<file path="config.mk">
export PLATFORM = sky130hd
export DESIGN_NAME = ctc_top
export DESIGN_NICKNAME = d
export VERILOG_FILES = /design/src/rtl/ctc_status_mux.v /design/src/rtl/ctc_lp_seq.v /design/src/rtl/ctc_top.v
export VERILOG_INCLUDE_DIRS = /design/src /design/src/rtl
export SDC_FILE = /design/constraint.sdc
export NUM_CORES = 1
export LEC_CHECK = 0
export ABC_CLOCK_PERIOD_IN_PS = 5700
export BUFFER_PORTS_ARGS = -buffer_cell sky130_fd_sc_hd__buf_4
export CAP_MARGIN = 20
export CORE_MARGIN = 5
export CORE_UTILIZATION = 35
export DETAILED_ROUTE_END_ITERATION = 10
export GPL_TIMING_DRIVEN = 1
export PLACE_DENSITY_LB_ADDON = 0.12
export SYNTH_ARGS = -nofsm -noshare
export SYNTH_HDL_FRONTEND = slang
export SYNTH_SLANG_ARGS = --single-unit
</file>
<file path="constraint.sdc">
create_clock -name pclk -period 5.7 [get_ports pclk]
set_input_delay 1.14 -clock pclk [delete_from_list [all_inputs] [get_ports pclk]]
set_output_delay 1.14 -clock pclk [all_outputs]
set_load 0.02 [all_outputs]
</file>
<file path="src/rtl/ctc_consts.vh">
// Constants for the calibration trigger control block: register indices,
// field positions, reset values and the low-power delay tables.
// Assumes inclusion by bare name from rtl/ design files and tb/ bench files.
`ifndef CTC_CONSTS_VH
`define CTC_CONSTS_VH

// ============================================================
// Register indices (byte address is four times the index)
`define CTC_IDX_CAL_STATUS    10'h06A
`define CTC_IDX_PIN_CFG       10'h06B
`define CTC_IDX_SOFT_TRIG     10'h06C
`define CTC_IDX_LP_CFG        10'h06E
`define CTC_IDX_BG_CTRL       10'h070
`define CTC_IDX_IRQ_STATUS    10'h071
`define CTC_IDX_IRQ_ENABLE    10'h072
`define CTC_IDX_IRQ_CLEAR     10'h073
`define CTC_IDX_LP_STATE      10'h074

// ============================================================
// Field positions
`define CTC_PIN_TRIG_SRC      0
`define CTC_PIN_STAT_LO       1
`define CTC_PIN_STAT_HI       2
`define CTC_SOFT_TRIG_BIT     0
`define CTC_LOW_POWER_ENABLE_BIT         0
`define CTC_TRIGGERED_SLEEP_MODE_BIT       1
`define CTC_LP_WAKE_LO        3
`define CTC_LP_WAKE_HI        4
`define CTC_LP_SLEEP_LO       5
`define CTC_LP_SLEEP_HI       7
`define CTC_BG_EN_BIT         0
`define CTC_IRQ_W             4

// ============================================================
// Status select codes
`define CTC_STAT_FOREGROUND_DONE_FLAG      2'h0
`define CTC_STAT_STOPPED      2'h1
`define CTC_STAT_ALARM        2'h2
`define CTC_STAT_LOW          2'h3

// ============================================================
// Reset values
`define CTC_RST_PIN_CFG       8'h00
`define CTC_RST_SOFT_TRIG     8'h01
`define CTC_RST_LP_CFG        8'h88
`define CTC_RST_BG_CTRL       8'h00

// ============================================================
// Delay tables, figures in device clock periods (tCLK)
`define CTC_CNT_W             41
`define CTC_CLK_PER_TCLK      41'h001
`define CTC_SLEEP_TCLK0       41'd1152
`define CTC_SLEEP_TCLK1       41'd1152
`define CTC_SLEEP_TCLK2       41'd4194432
`define CTC_SLEEP_TCLK3       41'd268435584
`define CTC_SLEEP_TCLK4       41'd2147483776
`define CTC_SLEEP_TCLK5       41'd137438953600
`define CTC_SLEEP_TCLK6       41'd137438953600
`define CTC_SLEEP_TCLK7       41'd1099511627904
`define CTC_WAKE_TCLK0        41'd1152
`define CTC_WAKE_TCLK1        41'd33554560
`define CTC_WAKE_TCLK2        41'd268435584
`define CTC_WAKE_TCLK3        41'd2147483776
`define CTC_CYC(t)            ((t) * `CTC_CLK_PER_TCLK)
`define CTC_SLEEP_TABLE       {`CTC_CYC(`CTC_SLEEP_TCLK7), `CTC_CYC(`CTC_SLEEP_TCLK6), `CTC_CYC(`CTC_SLEEP_TCLK5), \
                               `CTC_CYC(`CTC_SLEEP_TCLK4), `CTC_CYC(`CTC_SLEEP_TCLK3), `CTC_CYC(`CTC_SLEEP_TCLK2), \
                               `CTC_CYC(`CTC_SLEEP_TCLK1), `CTC_CYC(`CTC_SLEEP_TCLK0)}
`define CTC_WAKE_TABLE        {`CTC_CYC(`CTC_WAKE_TCLK3), `CTC_CYC(`CTC_WAKE_TCLK2), \
                               `CTC_CYC(`CTC_WAKE_TCLK1), `CTC_CYC(`CTC_WAKE_TCLK0)}

`endif

</file>
<file path="src/rtl/ctc_status_mux.v">
// Status pin source selector, purely combinational.
// Assumes the caller registers the result before it reaches a pin.
`timescale 1ns/1ps
`default_nettype none
`include "ctc_consts.vh"

module ctc_status_mux
(
  // Selection
  input  wire [1:0] status_sel,
  // Candidate sources
  input  wire       foreground_done_flag,
  input  wire       calibration_stopped_flag,
  input  wire       alarm_flag,
  // Result
  output reg        status_value
);

  // ============================================================
  // Source selection
  always @*
  begin
    case (status_sel)
      // (RL1) foreground done
      `CTC_STAT_FOREGROUND_DONE_FLAG: status_value = foreground_done_flag;
      // (RL2) calibration stopped
      `CTC_STAT_STOPPED: status_value = calibration_stopped_flag;
      // (RL3) alarm indication
      `CTC_STAT_ALARM:   status_value = alarm_flag;
      // (RL4) constant low
      default:           status_value = 1'b0;
    endcase
  end

endmodule
`default_nettype wire

</file>
<file path="src/rtl/ctc_lp_seq.v">
// Low-power background calibration sequencer: sleep, settle, calibrate.
// Assumes delay counts arrive already selected and stable while counting.
`timescale 1ns/1ps
`default_nettype none
`include "ctc_consts.vh"

module ctc_lp_seq #(
  parameter CNT_W = `CTC_CNT_W
)(
  // Clock and reset
  input  wire             pclk,
  input  wire             presetn,
  // Control
  input  wire             active,
  input  wire             trig_mode,
  input  wire             trigger,
  input  wire [CNT_W-1:0] sleep_cycles,
  input  wire [CNT_W-1:0] wake_cycles,
  input  wire             cal_cycle_done,
  // Results
  output reg              adc_sleep,
  output reg              cal_request,
  output reg              wake_pulse,
  output reg  [1:0]       state
);

  localparam [1:0] ST_IDLE  = 2'h0;
  localparam [1:0] ST_SLEEP = 2'h1;
  localparam [1:0] ST_WAKE  = 2'h2;
  localparam [1:0] ST_CALIB = 2'h3;

  reg [CNT_W-1:0] cnt;
  reg [1:0]       next_state;
  wire            sleep_over;
  wire            wake_over;

  // (RL13) trigger or timer ends sleep
  assign sleep_over = trig_mode ? ~trigger : (cnt + {{(CNT_W-1){1'b0}}, 1'b1} >= sleep_cycles);
  assign wake_over  = (cnt + {{(CNT_W-1){1'b0}}, 1'b1} >= wake_cycles);

  // ============================================================
  // Next state
  always @*
  begin
    next_state = state;
    case (state)
      ST_IDLE:  if (active) next_state = ST_SLEEP;
      ST_SLEEP: if (sleep_over) next_state = ST_WAKE;
      ST_WAKE:  if (wake_over) next_state = ST_CALIB;
      default:  if (cal_cycle_done) next_state = ST_SLEEP;
    endcase
    // (RL14) inactive unless enabled
    if (!active)
      next_state = ST_IDLE;
  end

  // ============================================================
  // State, counter and outputs
  always @(posedge pclk or negedge presetn)
  begin
    if (!presetn)
    begin
      state       <= ST_IDLE;
      cnt         <= {CNT_W{1'b0}};
      adc_sleep   <= 1'b0;
      cal_request <= 1'b0;
      wake_pulse  <= 1'b0;
    end
    else
    begin
      state       <= next_state;
      cnt         <= (next_state != state) ? {CNT_W{1'b0}} : cnt + {{(CNT_W-1){1'b0}}, 1'b1};
      adc_sleep   <= (next_state == ST_SLEEP);
      cal_request <= (next_state == ST_CALIB);
      wake_pulse  <= (next_state == ST_CALIB) && (state == ST_WAKE);
    end
  end

endmodule
`default_nettype wire

</file>
<file path="src/rtl/ctc_top.v">
// Calibration trigger and status pin control with low-power calibration
// settings, reached over APB. Assumes the calibration engine outside drives
// the done, stopped and alarm flags synchronously to pclk.
//
// How it works
// (RL1) Select 0 routes foreground done to pin
// (RL2) Select 1 routes calibration stopped to pin
// (RL3) Select 2 routes alarm to pin
// (RL4) Select 3 holds status pin low
// (RL5) Source 0 uses software bit, pin ignored
// (RL6) Source 1 uses trigger pin, bit ignored
// (RL7) Software bit 0 resets high, acts as pin
// (RL8) Software writes reserved bits as zero
// (RL9) Pin configuration resets to zero
// (RL10) Software trigger register resets to one
// (RL11) Low-power register resets 0x88 with fields
// (RL12) Keep source at software when unused
// (RL13) Triggered mode: low wakes, high sleeps
// (RL14) Low-power acts only with background enabled
// (RL15) Stopped flag follows halt and resume
// (RL16) Foreground done flag high after completion
//
// The implementer's own choice: the APB register port.
`timescale 1ns/1ps
`default_nettype none
`include "ctc_consts.vh"

module ctc_top #(
  parameter                        CNT_W        = `CTC_CNT_W,
  parameter [8*`CTC_CNT_W-1:0]     SLEEP_CYCLES = `CTC_SLEEP_TABLE,
  parameter [4*`CTC_CNT_W-1:0]     WAKE_CYCLES  = `CTC_WAKE_TABLE
)(
  // Clock and reset
  input  wire        pclk,
  input  wire        presetn,
  // APB slave
  input  wire [11:0] paddr,
  input  wire        psel,
  input  wire        penable,
  input  wire        pwrite,
  input  wire [31:0] pwdata,
  output reg  [31:0] prdata,
  output reg         pready,
  output reg         pslverr,
  // Calibration engine side
  input  wire        foreground_done_flag,
  input  wire        calibration_stopped_flag,
  input  wire        alarm_flag,
  input  wire        cal_cycle_done,
  output reg         calibration_trigger,
  output reg         adc_sleep,
  output reg         cal_request,
  // Pins
  input  wire        calibration_trigger_pin,
  output reg         calibration_status_pin,
  // Interrupt
  output reg         irq
);

  // ============================================================
  // Address decoding
  function idx_hit;
    input [11:0] addr;
    input [9:0]  idx;
    begin
      idx_hit = (addr[11:2] == idx) && (addr[1:0] == 2'h0);
    end
  endfunction

  // ============================================================
  // Register state
  localparam [7:0] RST_PIN  = `CTC_RST_PIN_CFG;
  localparam [7:0] RST_SOFT = `CTC_RST_SOFT_TRIG;
  localparam [7:0] RST_LP   = `CTC_RST_LP_CFG;
  localparam [7:0] RST_BG   = `CTC_RST_BG_CTRL;
  reg        trigger_source_select;
  reg [1:0]  status_sel;
  reg        software_trigger_bit;
  reg [2:0]  sleep_delay_field;
  reg [1:0]  wake_delay_field;
  reg        triggered_sleep_mode;
  reg        low_power_enable;
  reg        background_calibration_enable;
  reg [`CTC_IRQ_W-1:0] irq_status;
  reg [`CTC_IRQ_W-1:0] irq_enable;

  // Previous flag levels for edge events
  reg        foreground_done_flag_d;
  reg        stopped_d;
  reg        alarm_d;

  wire       setup_phase;
  wire       write_take;
  reg [31:0] next_prdata;
  reg        next_hit;
  wire       status_value;
  wire       seq_sleep;
  wire       seq_request;
  wire       seq_wake_pulse;
  wire [1:0] seq_state;
  wire       lp_active;
  wire       selected_trigger;
  wire [CNT_W-1:0] sleep_cycles;
  wire [CNT_W-1:0] wake_cycles;
  wire [`CTC_IRQ_W-1:0] irq_events;
  wire [`CTC_IRQ_W-1:0] irq_clear;

  assign setup_phase = psel & ~penable;
  assign write_take  = psel & penable & pready & pwrite & ~pslverr;

  // ============================================================
  // Trigger source
  // (RL5) software bit when source is 0
  // (RL6) trigger pin when source is 1
  assign selected_trigger = trigger_source_select ? calibration_trigger_pin : software_trigger_bit;

  // (RL14) gated by background enable
  assign lp_active = low_power_enable & background_calibration_enable;

  assign sleep_cycles = SLEEP_CYCLES[sleep_delay_field*CNT_W +: CNT_W];
  assign wake_cycles  = WAKE_CYCLES[wake_delay_field*CNT_W +: CNT_W];

  // ============================================================
  // Submodules
  ctc_status_mux u_status_mux
  (
    .status_sel               (status_sel),
    .foreground_done_flag     (foreground_done_flag),
    .calibration_stopped_flag (calibration_stopped_flag),
    .alarm_flag               (alarm_flag),
    .status_value             (status_value)
  );

  ctc_lp_seq #(
    .CNT_W (CNT_W)
  ) u_lp_seq (
    .pclk           (pclk),
    .presetn        (presetn),
    .active         (lp_active),
    .trig_mode      (triggered_sleep_mode),
    .trigger        (selected_trigger),
    .sleep_cycles   (sleep_cycles),
    .wake_cycles    (wake_cycles),
    .cal_cycle_done (cal_cycle_done),
    .adc_sleep      (seq_sleep),
    .cal_request    (seq_request),
    .wake_pulse     (seq_wake_pulse),
    .state          (seq_state)
  );

  // ============================================================
  // Read data and address check
  always @*
  begin
    next_prdata = 32'h0000_0000;
    next_hit    = 1'b1;
    if (idx_hit(paddr, `CTC_IDX_CAL_STATUS))
    begin
      // (RL15) stopped flag bit 1
      next_prdata[1] = calibration_stopped_flag;
      // (RL16) foreground done bit 0
      next_prdata[0] = foreground_done_flag;
    end
    else if (idx_hit(paddr, `CTC_IDX_PIN_CFG))
    begin
      next_prdata[`CTC_PIN_STAT_HI:`CTC_PIN_STAT_LO] = status_sel;
      next_prdata[`CTC_PIN_TRIG_SRC]                 = trigger_source_select;
    end
    else if (idx_hit(paddr, `CTC_IDX_SOFT_TRIG))
      next_prdata[`CTC_SOFT_TRIG_BIT] = software_trigger_bit;
    else if (idx_hit(paddr, `CTC_IDX_LP_CFG))
    begin
      next_prdata[`CTC_LP_SLEEP_HI:`CTC_LP_SLEEP_LO] = sleep_delay_field;
      next_prdata[`CTC_LP_WAKE_HI:`CTC_LP_WAKE_LO]   = wake_delay_field;
      next_prdata[`CTC_TRIGGERED_SLEEP_MODE_BIT]                  = triggered_sleep_mode;
      next_prdata[`CTC_LOW_POWER_ENABLE_BIT]                    = low_power_enable;
    end
    else if (idx_hit(paddr, `CTC_IDX_BG_CTRL))
      next_prdata[`CTC_BG_EN_BIT] = background_calibration_enable;
    else if (idx_hit(paddr, `CTC_IDX_IRQ_STATUS))
      next_prdata[`CTC_IRQ_W-1:0] = irq_status;
    else if (idx_hit(paddr, `CTC_IDX_IRQ_ENABLE))
      next_prdata[`CTC_IRQ_W-1:0] = irq_enable;
    else if (idx_hit(paddr, `CTC_IDX_IRQ_CLEAR))
      next_prdata = 32'h0000_0000;
    else if (idx_hit(paddr, `CTC_IDX_LP_STATE))
    begin
      next_prdata[3:2] = seq_state;
      next_prdata[1]   = seq_request;
      next_prdata[0]   = seq_sleep;
    end
    else
      next_hit = 1'b0;
  end

  // ============================================================
  // APB handshake: one wait-free access phase
  always @(posedge pclk or negedge presetn)
  begin
    if (!presetn)
    begin
      prdata  <= 32'h0000_0000;
      pready  <= 1'b0;
      pslverr <= 1'b0;
    end
    else
    begin
      pready  <= setup_phase;
      pslverr <= setup_phase & ~next_hit;
      if (setup_phase && !pwrite)
        prdata <= next_hit ? next_prdata : 32'h0000_0000;
    end
  end

  // ============================================================
  // Configuration registers
  always @(posedge pclk or negedge presetn)
  begin
    if (!presetn)
    begin
      // (RL9) pin configuration reset
      trigger_source_select         <= RST_PIN[`CTC_PIN_TRIG_SRC];
      status_sel                    <= RST_PIN[`CTC_PIN_STAT_HI:`CTC_PIN_STAT_LO];
      // (RL10) software trigger reset
      software_trigger_bit          <= RST_SOFT[`CTC_SOFT_TRIG_BIT];
      // (RL11) low-power reset fields
      sleep_delay_field             <= RST_LP[`CTC_LP_SLEEP_HI:`CTC_LP_SLEEP_LO];
      wake_delay_field              <= RST_LP[`CTC_LP_WAKE_HI:`CTC_LP_WAKE_LO];
      triggered_sleep_mode          <= RST_LP[`CTC_TRIGGERED_SLEEP_MODE_BIT];
      low_power_enable              <= RST_LP[`CTC_LOW_POWER_ENABLE_BIT];
      background_calibration_enable <= RST_BG[`CTC_BG_EN_BIT];
      irq_enable                    <= {`CTC_IRQ_W{1'b0}};
    end
    else if (write_take)
    begin
      if (idx_hit(paddr, `CTC_IDX_PIN_CFG))
      begin
        trigger_source_select <= pwdata[`CTC_PIN_TRIG_SRC];
        status_sel            <= pwdata[`CTC_PIN_STAT_HI:`CTC_PIN_STAT_LO];
      end
      else if (idx_hit(paddr, `CTC_IDX_SOFT_TRIG))
        // (RL7) software trigger level
        software_trigger_bit <= pwdata[`CTC_SOFT_TRIG_BIT];
      else if (idx_hit(paddr, `CTC_IDX_LP_CFG))
      begin
        // (RL11) low-power field layout
        sleep_delay_field    <= pwdata[`CTC_LP_SLEEP_HI:`CTC_LP_SLEEP_LO];
        wake_delay_field     <= pwdata[`CTC_LP_WAKE_HI:`CTC_LP_WAKE_LO];
        triggered_sleep_mode <= pwdata[`CTC_TRIGGERED_SLEEP_MODE_BIT];
        low_power_enable     <= pwdata[`CTC_LOW_POWER_ENABLE_BIT];
      end
      else if (idx_hit(paddr, `CTC_IDX_BG_CTRL))
        background_calibration_enable <= pwdata[`CTC_BG_EN_BIT];
      else if (idx_hit(paddr, `CTC_IDX_IRQ_ENABLE))
        irq_enable <= pwdata[`CTC_IRQ_W-1:0];
    end
  end

  // ============================================================
  // Interrupt events: rising flags and low-power wake
  assign irq_events = {seq_wake_pulse, alarm_flag & ~alarm_d,
    calibration_stopped_flag & ~stopped_d, foreground_done_flag & ~foreground_done_flag_d};
  assign irq_clear  = (write_take && idx_hit(paddr, `CTC_IDX_IRQ_CLEAR)) ? pwdata[`CTC_IRQ_W-1:0] : {`CTC_IRQ_W{1'b0}};

  always @(posedge pclk or negedge presetn)
  begin
    if (!presetn)
    begin
      foreground_done_flag_d  <= 1'b0;
      stopped_d  <= 1'b0;
      alarm_d    <= 1'b0;
      irq_status <= {`CTC_IRQ_W{1'b0}};
      irq        <= 1'b0;
    end
    else
    begin
      foreground_done_flag_d  <= foreground_done_flag;
      stopped_d  <= calibration_stopped_flag;
      alarm_d    <= alarm_flag;
      // Set wins over a clear in the same cycle
      irq_status <= (irq_status & ~irq_clear) | irq_events;
      irq        <= |(((irq_status & ~irq_clear) | irq_events) & irq_enable);
    end
  end

  // ============================================================
  // Registered pin and engine outputs
  always @(posedge pclk or negedge presetn)
  begin
    if (!presetn)
    begin
      calibration_status_pin <= 1'b0;
      calibration_trigger    <= 1'b0;
      adc_sleep              <= 1'b0;
      cal_request            <= 1'b0;
    end
    else
    begin
      // (RL4) mux output registered
      calibration_status_pin <= status_value;
      // (RL6) selected trigger out
      calibration_trigger    <= selected_trigger;
      // (RL13) sleep while sequencer sleeps
      adc_sleep              <= seq_sleep;
      cal_request            <= seq_request;
    end
  end

endmodule
`default_nettype wire

</file>
== Word-level counts from Yosys, hierarchy flattened ==
Cells that the tools add are included.
Widths: inputs -> output; s select.
Cells by class
  equal/unequal tests: 16
  $add $sub $neg: 1
  bitwise gates (word level): 25
  shift operators: 2
  $lt $le $gt $ge: 2
  multiplexer cells: 45
  $mul: 2
  reduce and logical (&&, ||, !) cells: 22
Operators with widths (count)
  $shiftx 328x10->41 const A: 1
  $shiftx 164x9->41 const A: 1
  $mux 31: 5
  $eq 10x7->1 const B: 9
  $ge 41x41->1: 2
  $add 41x1->41 const B: 1
  $mux 41: 1
  $mux 4: 10
  $mux 32: 1
  $mux 30: 1
  $mux 29: 1
  $mux 24: 1
  $mux 1: 14
  $logic_and 1x1->1: 12
  $mux 2: 6
  $not 1->1: 11
  $and 1x1->1: 10
  $mul 3x6->9 const B: 1
  $and 4x4->4: 2
  $mul 2x6->8 const B: 1
  $eq 2x1->1 const B: 3
  $eq 2x2->1 const B: 3
  $logic_not 2->1: 3
  $mux 3: 2
  13 further kinds: 13
Storage, ports and cells
  output and inout bits: 39
  flip-flop bits (word level): 108
  input port bits: 54
  word-level logic and storage cells: 141

== Longest topological paths before layout ==
  word-level depth: 21
  mapped depth: 17

== Hierarchy ==
A second synthesis with hierarchy kept.
Unflattened totals
  cell total of the unflattened synthesis: 742
  area, all modules: 6850.3 µm²
Modules (own cells, without submodules)
  ctc_lp_seq: cells each 513, instances 1, area an instance 4576.9 µm²
  ctc_top: cells each 226, instances 1, area an instance 2250.9 µm²
  ctc_status_mux: cells each 3, instances 1, area an instance 22.5 µm²

== Worst setup path after synthesis ==
Ideal clock, no wire load.
  path kind: reg2reg
  start: register u_lp_seq.cnt[8]
  end: register u_lp_seq.cnt[25]
  slack: 2.016 ns
  data arrival time: 3.553 ns
  required time: 5.569 ns
  cell stages (with the launch flop): 17
  clock period less this slack: 3.684 ns
  cells stage by stage: dfrtp_1 -> buf_2 -> nand4_2 -> nor4_1 -> buf_2 -> nand3_1 -> xor2_1 -> inv_1 -> ha_1 -> o41ai_1 -> a21oi_1 -> o311a_1 -> o311ai_1 -> and3_1 -> o32a_2 -> buf_6 -> a21oi_2
On the way
  word-level cells in the longest chain between the ends: 8
RTL lines
  start: declaration: RTL line ctc_lp_seq.v:32  | reg [CNT_W-1:0] cnt;
  start signal: assignment: RTL line ctc_lp_seq.v:64  | cnt <= {CNT_W{1'b0}};
  start signal: assignment: RTL line ctc_lp_seq.v:72  | cnt <= (next_state != state) ? {CNT_W{1'b0}} : cnt + {{(CNT_W-1){1'b0}}, 1'b1};
  $add 41x1->41 (*): RTL line ctc_lp_seq.v:38, ctc_lp_seq.v:39, ctc_lp_seq.v:72
  $ge 41x41->1: RTL line ctc_lp_seq.v:38  | assign sleep_over = trig_mode ? ~trigger : (cnt + {{(CNT_W-1){1'b0}}, 1'b1} >= sleep_cycles);
  $mux 1: RTL line ctc_lp_seq.v:38
  $mux 2: RTL line ctc_lp_seq.v:48  | ST_SLEEP: if (sleep_over) next_state = ST_WAKE;
  $pmux 2 s3: RTL line ctc_lp_seq.v:46  | case (state)
  $mux 2: RTL line ctc_lp_seq.v:53  | if (!active)
  $ne 2x2->1: RTL line ctc_lp_seq.v:72
  $mux 41 (*): RTL line ctc_lp_seq.v:72
Every way passes the cells marked *; elsewhere a longest branch is shown, timed or not.
A chain may end at the register's enable or synchronous reset.

== Worst setup path after layout ==
  start: register u_lp_seq.cnt[9]
  end: register u_lp_seq.cnt[29]
Same word-level chain as after synthesis.

==> results.py <==
metrics = {
    "synthesis": {
        "synthArstFlopShare_pct": 100,
        "synthDistinctLibCells": 74,
        "syn-mean-instance-area_um2": 9.56,
        "synth_edf_count": 0,
        "ys_ff_latch": 84,
        "synth_seq_area_share_pct": 38.6,
        "yosys_warnings": 0,
        "netlist_area_um2": 5460,
        "synthFlopType": "dfrtp_1",
        "syn_inst": 571,
    },
    "final_layout": {
        "final_net_count": 670,
        "area_growth_pct": 12.5,
        "drive_gt1_share_pct": 21.5,
        "fillerInstances": 1523,
        "layout_commonest_cell": "dfrtp_1",
        "num_antenna_cells": 0,
        "final_cell_mix": "dfrtp_1, nand2_1, buf_4",
        "instances_no_fill": 819,
    },
    "run": {
        "cap_viol_max_count": 0,
    },
    "floorplan": {
        "core_um2": 15300,
        "placementRows": 45,
        "dieHeight_um": 135,
        "fp.dieW_um": 135,
        "io_pins": 93,
        "dieArea_um2": 18200,
        "start_util_pct": 35.8,
    },
    "timing": {
        "slew_viol_final": 0,
        "maxSlewHeadroom_pct": 42.1,
        "fin_skew_ns": 0.00643,
        "finalSetupTns_ns": 0,
        "fmax_ghz": 0.214,
        "hold_viol": 0,
        "rsz0062_at_grt": "no",
        "worst_pin_slew_ns": 0.868,
        "finalSetupViolations": 0,
        "layout_min_cycle_time_ns": 4.67,
        "period_share_pct": 81.9,
    },
    "critical_path": {
        "critPathLaunchType": "register",
        "worstSetupPathType": "register to register",
        "slowest_delay_ns": 0.55,
        "r2r_slack_ns": 1.03,
        "crit_cells": 15,
        "critPathSlowestCell": "o32a_2",
        "crit_path_start": "u_lp_seq.cnt[9]",
        "crit_path_end_kind": "register",
        "path_common_cell": "a21oi_1",
        "rr_endpoint": "u_lp_seq.cnt[29]",
        "critical_path.top_delay_family": "compound AO/OA/AOI/OAI gates",
        "reg2regPathDepth": 15,
        "cp_max_fo": 25,
        "worstPathRequired_ns": 5.90,
        "crit_end": "u_lp_seq.cnt[29]",
        "r2r-start": "u_lp_seq.cnt[9]",
        "crit_arrival_ns": 4.87,
        "critical_path_buf_inv_count": 3,
        "cp_cell_sequence": "nand4_2, nor4_1, buf_4, nand3_1, xor2_1, inv_1, ha_1, o41ai_1, a21oi_1, o311a_1, o311ai_1, and3_1, o32a_2, buf_12, a21oi_1",
    },
    "power": {
        "power.leakage_nw": 2.59,
        "power.density_nw_per_um2": 209,
        "vdd.ir_drop.worst_mv": 0.122,
    },
    "clock_tree": {
        "insertion_delay_ns": 0.35,
        "post_cts_buffers": 0,
        "cts_buffers": 9,
        "postCtsHoldBufs": 0,
        "clk_path_buf_depth": 2,
        "tritoncts": "yes",
        "root_buffer": "clkbuf_16",
        "cts_resized": 0,
        "clk_pin_slew_worst_paths_ns": 0.07,
        "cts_sinks": 84,
        "htree_num_levels": 3,
    },
    "worst_hold_path": {
        "holdCritStartpoint": "u_lp_seq.adc_sleep",
        "hp-class": "register to register",
    },
    "global_route": {
        "grt_max_degree": 67,
        "track_usage_pct": 15.8,
        "grt_pass1_vias": 4294,
        "grt_first_pass_wirelength_mm": 22.8,
        "antenna_found_initial": 0,
        "grt-ovfl-total": 0,
    },
    "routing": {
        "wirelength_mm": 13.9,
        "drtIter0Drc": 248,
        "drt-pass1-iter-count": 5,
        "drcViolationCount": 0,
        "wire_per_inst_um": 16.9,
        "ant_nets": 0,
        "viasPerCell": 5.30,
        "vias": 4343,
    },
    "place": {
        "placed_cells": 803,
        "portBuffers": 44,
        "post-dp-hpwl_mm": 10.4,
        "gp_congestion": 0.892,
    },
    "outcome": {
        "outcome": "finished clean",
    },
}
## per-stage QoR
step / total power [mW] / hold WS, ns / utilization [%] / setup WS (ns) / area [µm²]
2_1_floorplan: 0.653 / 0.354 / - / 2.02 / 5540
3_3_place_gp: 0.681 / 0.408 / 38.2 / 1.15 / 5830
3_5_place_dp: 0.682 / 0.410 / 38.2 / 1.05 / 5830
4_1_cts: 1.30 / 0.421 / 40.2 / 1.02 / 6140
5_1_grt: 1.34 / 0.428 / 40.2 / 0.677 / 6140
6_report: 1.28 / 0.418 / 40.2 / 1.03 / 6140
## cells by family (layout without fill, tap and decap cells)
family	count (synthesis)	in the layout	share of synthesized area, %
simple gates	232	232	23.6
compound gates	113	113	16.3
flops	84	84	38.6
buf+inv	65	79	7.47
xor+xnor	42	42	6.74
mux	20	20	4.08
fa+ha+maj	14	14	3.16
other cells	1	24	0.0687
## how the worst min path moves through the flow
stage | endpoint | depth (start not counted)
after CTS | cal_request | 0
after detailed placement | adc_sleep | 0
after global placement | adc_sleep | 0
after global routing | adc_sleep | 0
after floorplan | adc_sleep | 0
final | adc_sleep | 0
## metal layers
| metal | track usage [%] | part of all wire, % | vias to the layer above | routed length [µm] |
|---|---|---|---|---|
| met3 | 2.46 | 4.7 | 15 | 657 |
| met2 | 25.9 | 48 | 116 | 6630 |
| li1 | - | - | 2101 | - |
| met1 | 21.1 | 46 | 2111 | 6350 |
| met4 | 5.66 | 1.6 | 0 | 225 |
| met5 | 0 | 0 | - | 0 |
## registers in the layout, indices dropped and copies added (netlist names), 2 cells and up
register,count
irq_enable,4
irq_status,4
prdata,8
sleep_delay_field,3
status_sel,2
u_lp_seq.cnt,41
u_lp_seq.state,2
wake_delay_field,2
## report_power, final
part | switching [mW] | internal [mW]
combinational | 0.0451 | 0.0216
clock | 0.268 | 0.346
sequential | 0.00218 | 0.600
## worst reg2reg max path, delay by kind of cell, from the launching register on
| kind | cells | cell delay [ns] |
|---|---|---|
| flip-flops | 1 | 0.50 |
| buffers and inverters | 3 | 0.60 |
| adder cells (fa/ha/maj) | 1 | 0.23 |
| AO/OA/AOI/OAI | 6 | 1.86 |
| AND/OR/NAND/NOR | 4 | 0.93 |
| XOR/XNOR | 1 | 0.40 |
## cell type report
class / count / area, µm² / area share (%)
clock inverters: 7 / 81.3 / 1.32
inverters: 14 / 52.6 / 0.856
flip-flops and latches: 84 / 2110 / 34.3
repair buffers: 49 / 380 / 6.20
multi-input cells: 445 / 3030 / 49.4
well taps: 211 / 264 / 4.30
clock buffers: 9 / 225 / 3.67
## cells in the mapped netlist (all sizes together), types with 3 or more instances
master,n,area [µm²]
dfrtp,81,2030
nand2,49,184
buf,43,324
a21oi,42,308
nor2,35,131
xnor2,29,254
nand3,28,145
nor3,25,130
mux2,18,203
nand4,15,100
nor4,15,130
inv,14,52.6
o21ai,14,73.8
ha,13,163
nand2b,13,81.3
xor2,13,114
and3,11,68.8
and4,9,78.8
clkbuf,8,31.3
a31oi,6,37.5
a21boi,5,52.6
a22o,5,43.8
and2,5,31.3
a21o,4,30.0
nor3b,4,30.0
o211ai,4,30.0
or4,4,30.0
a221oi,3,26.3
a22oi,3,22.5
dfstp,3,78.8
nand3b,3,22.5
or2,3,18.8
or3,3,18.8
Note: power is estimated with default switching activity, not from simulation.
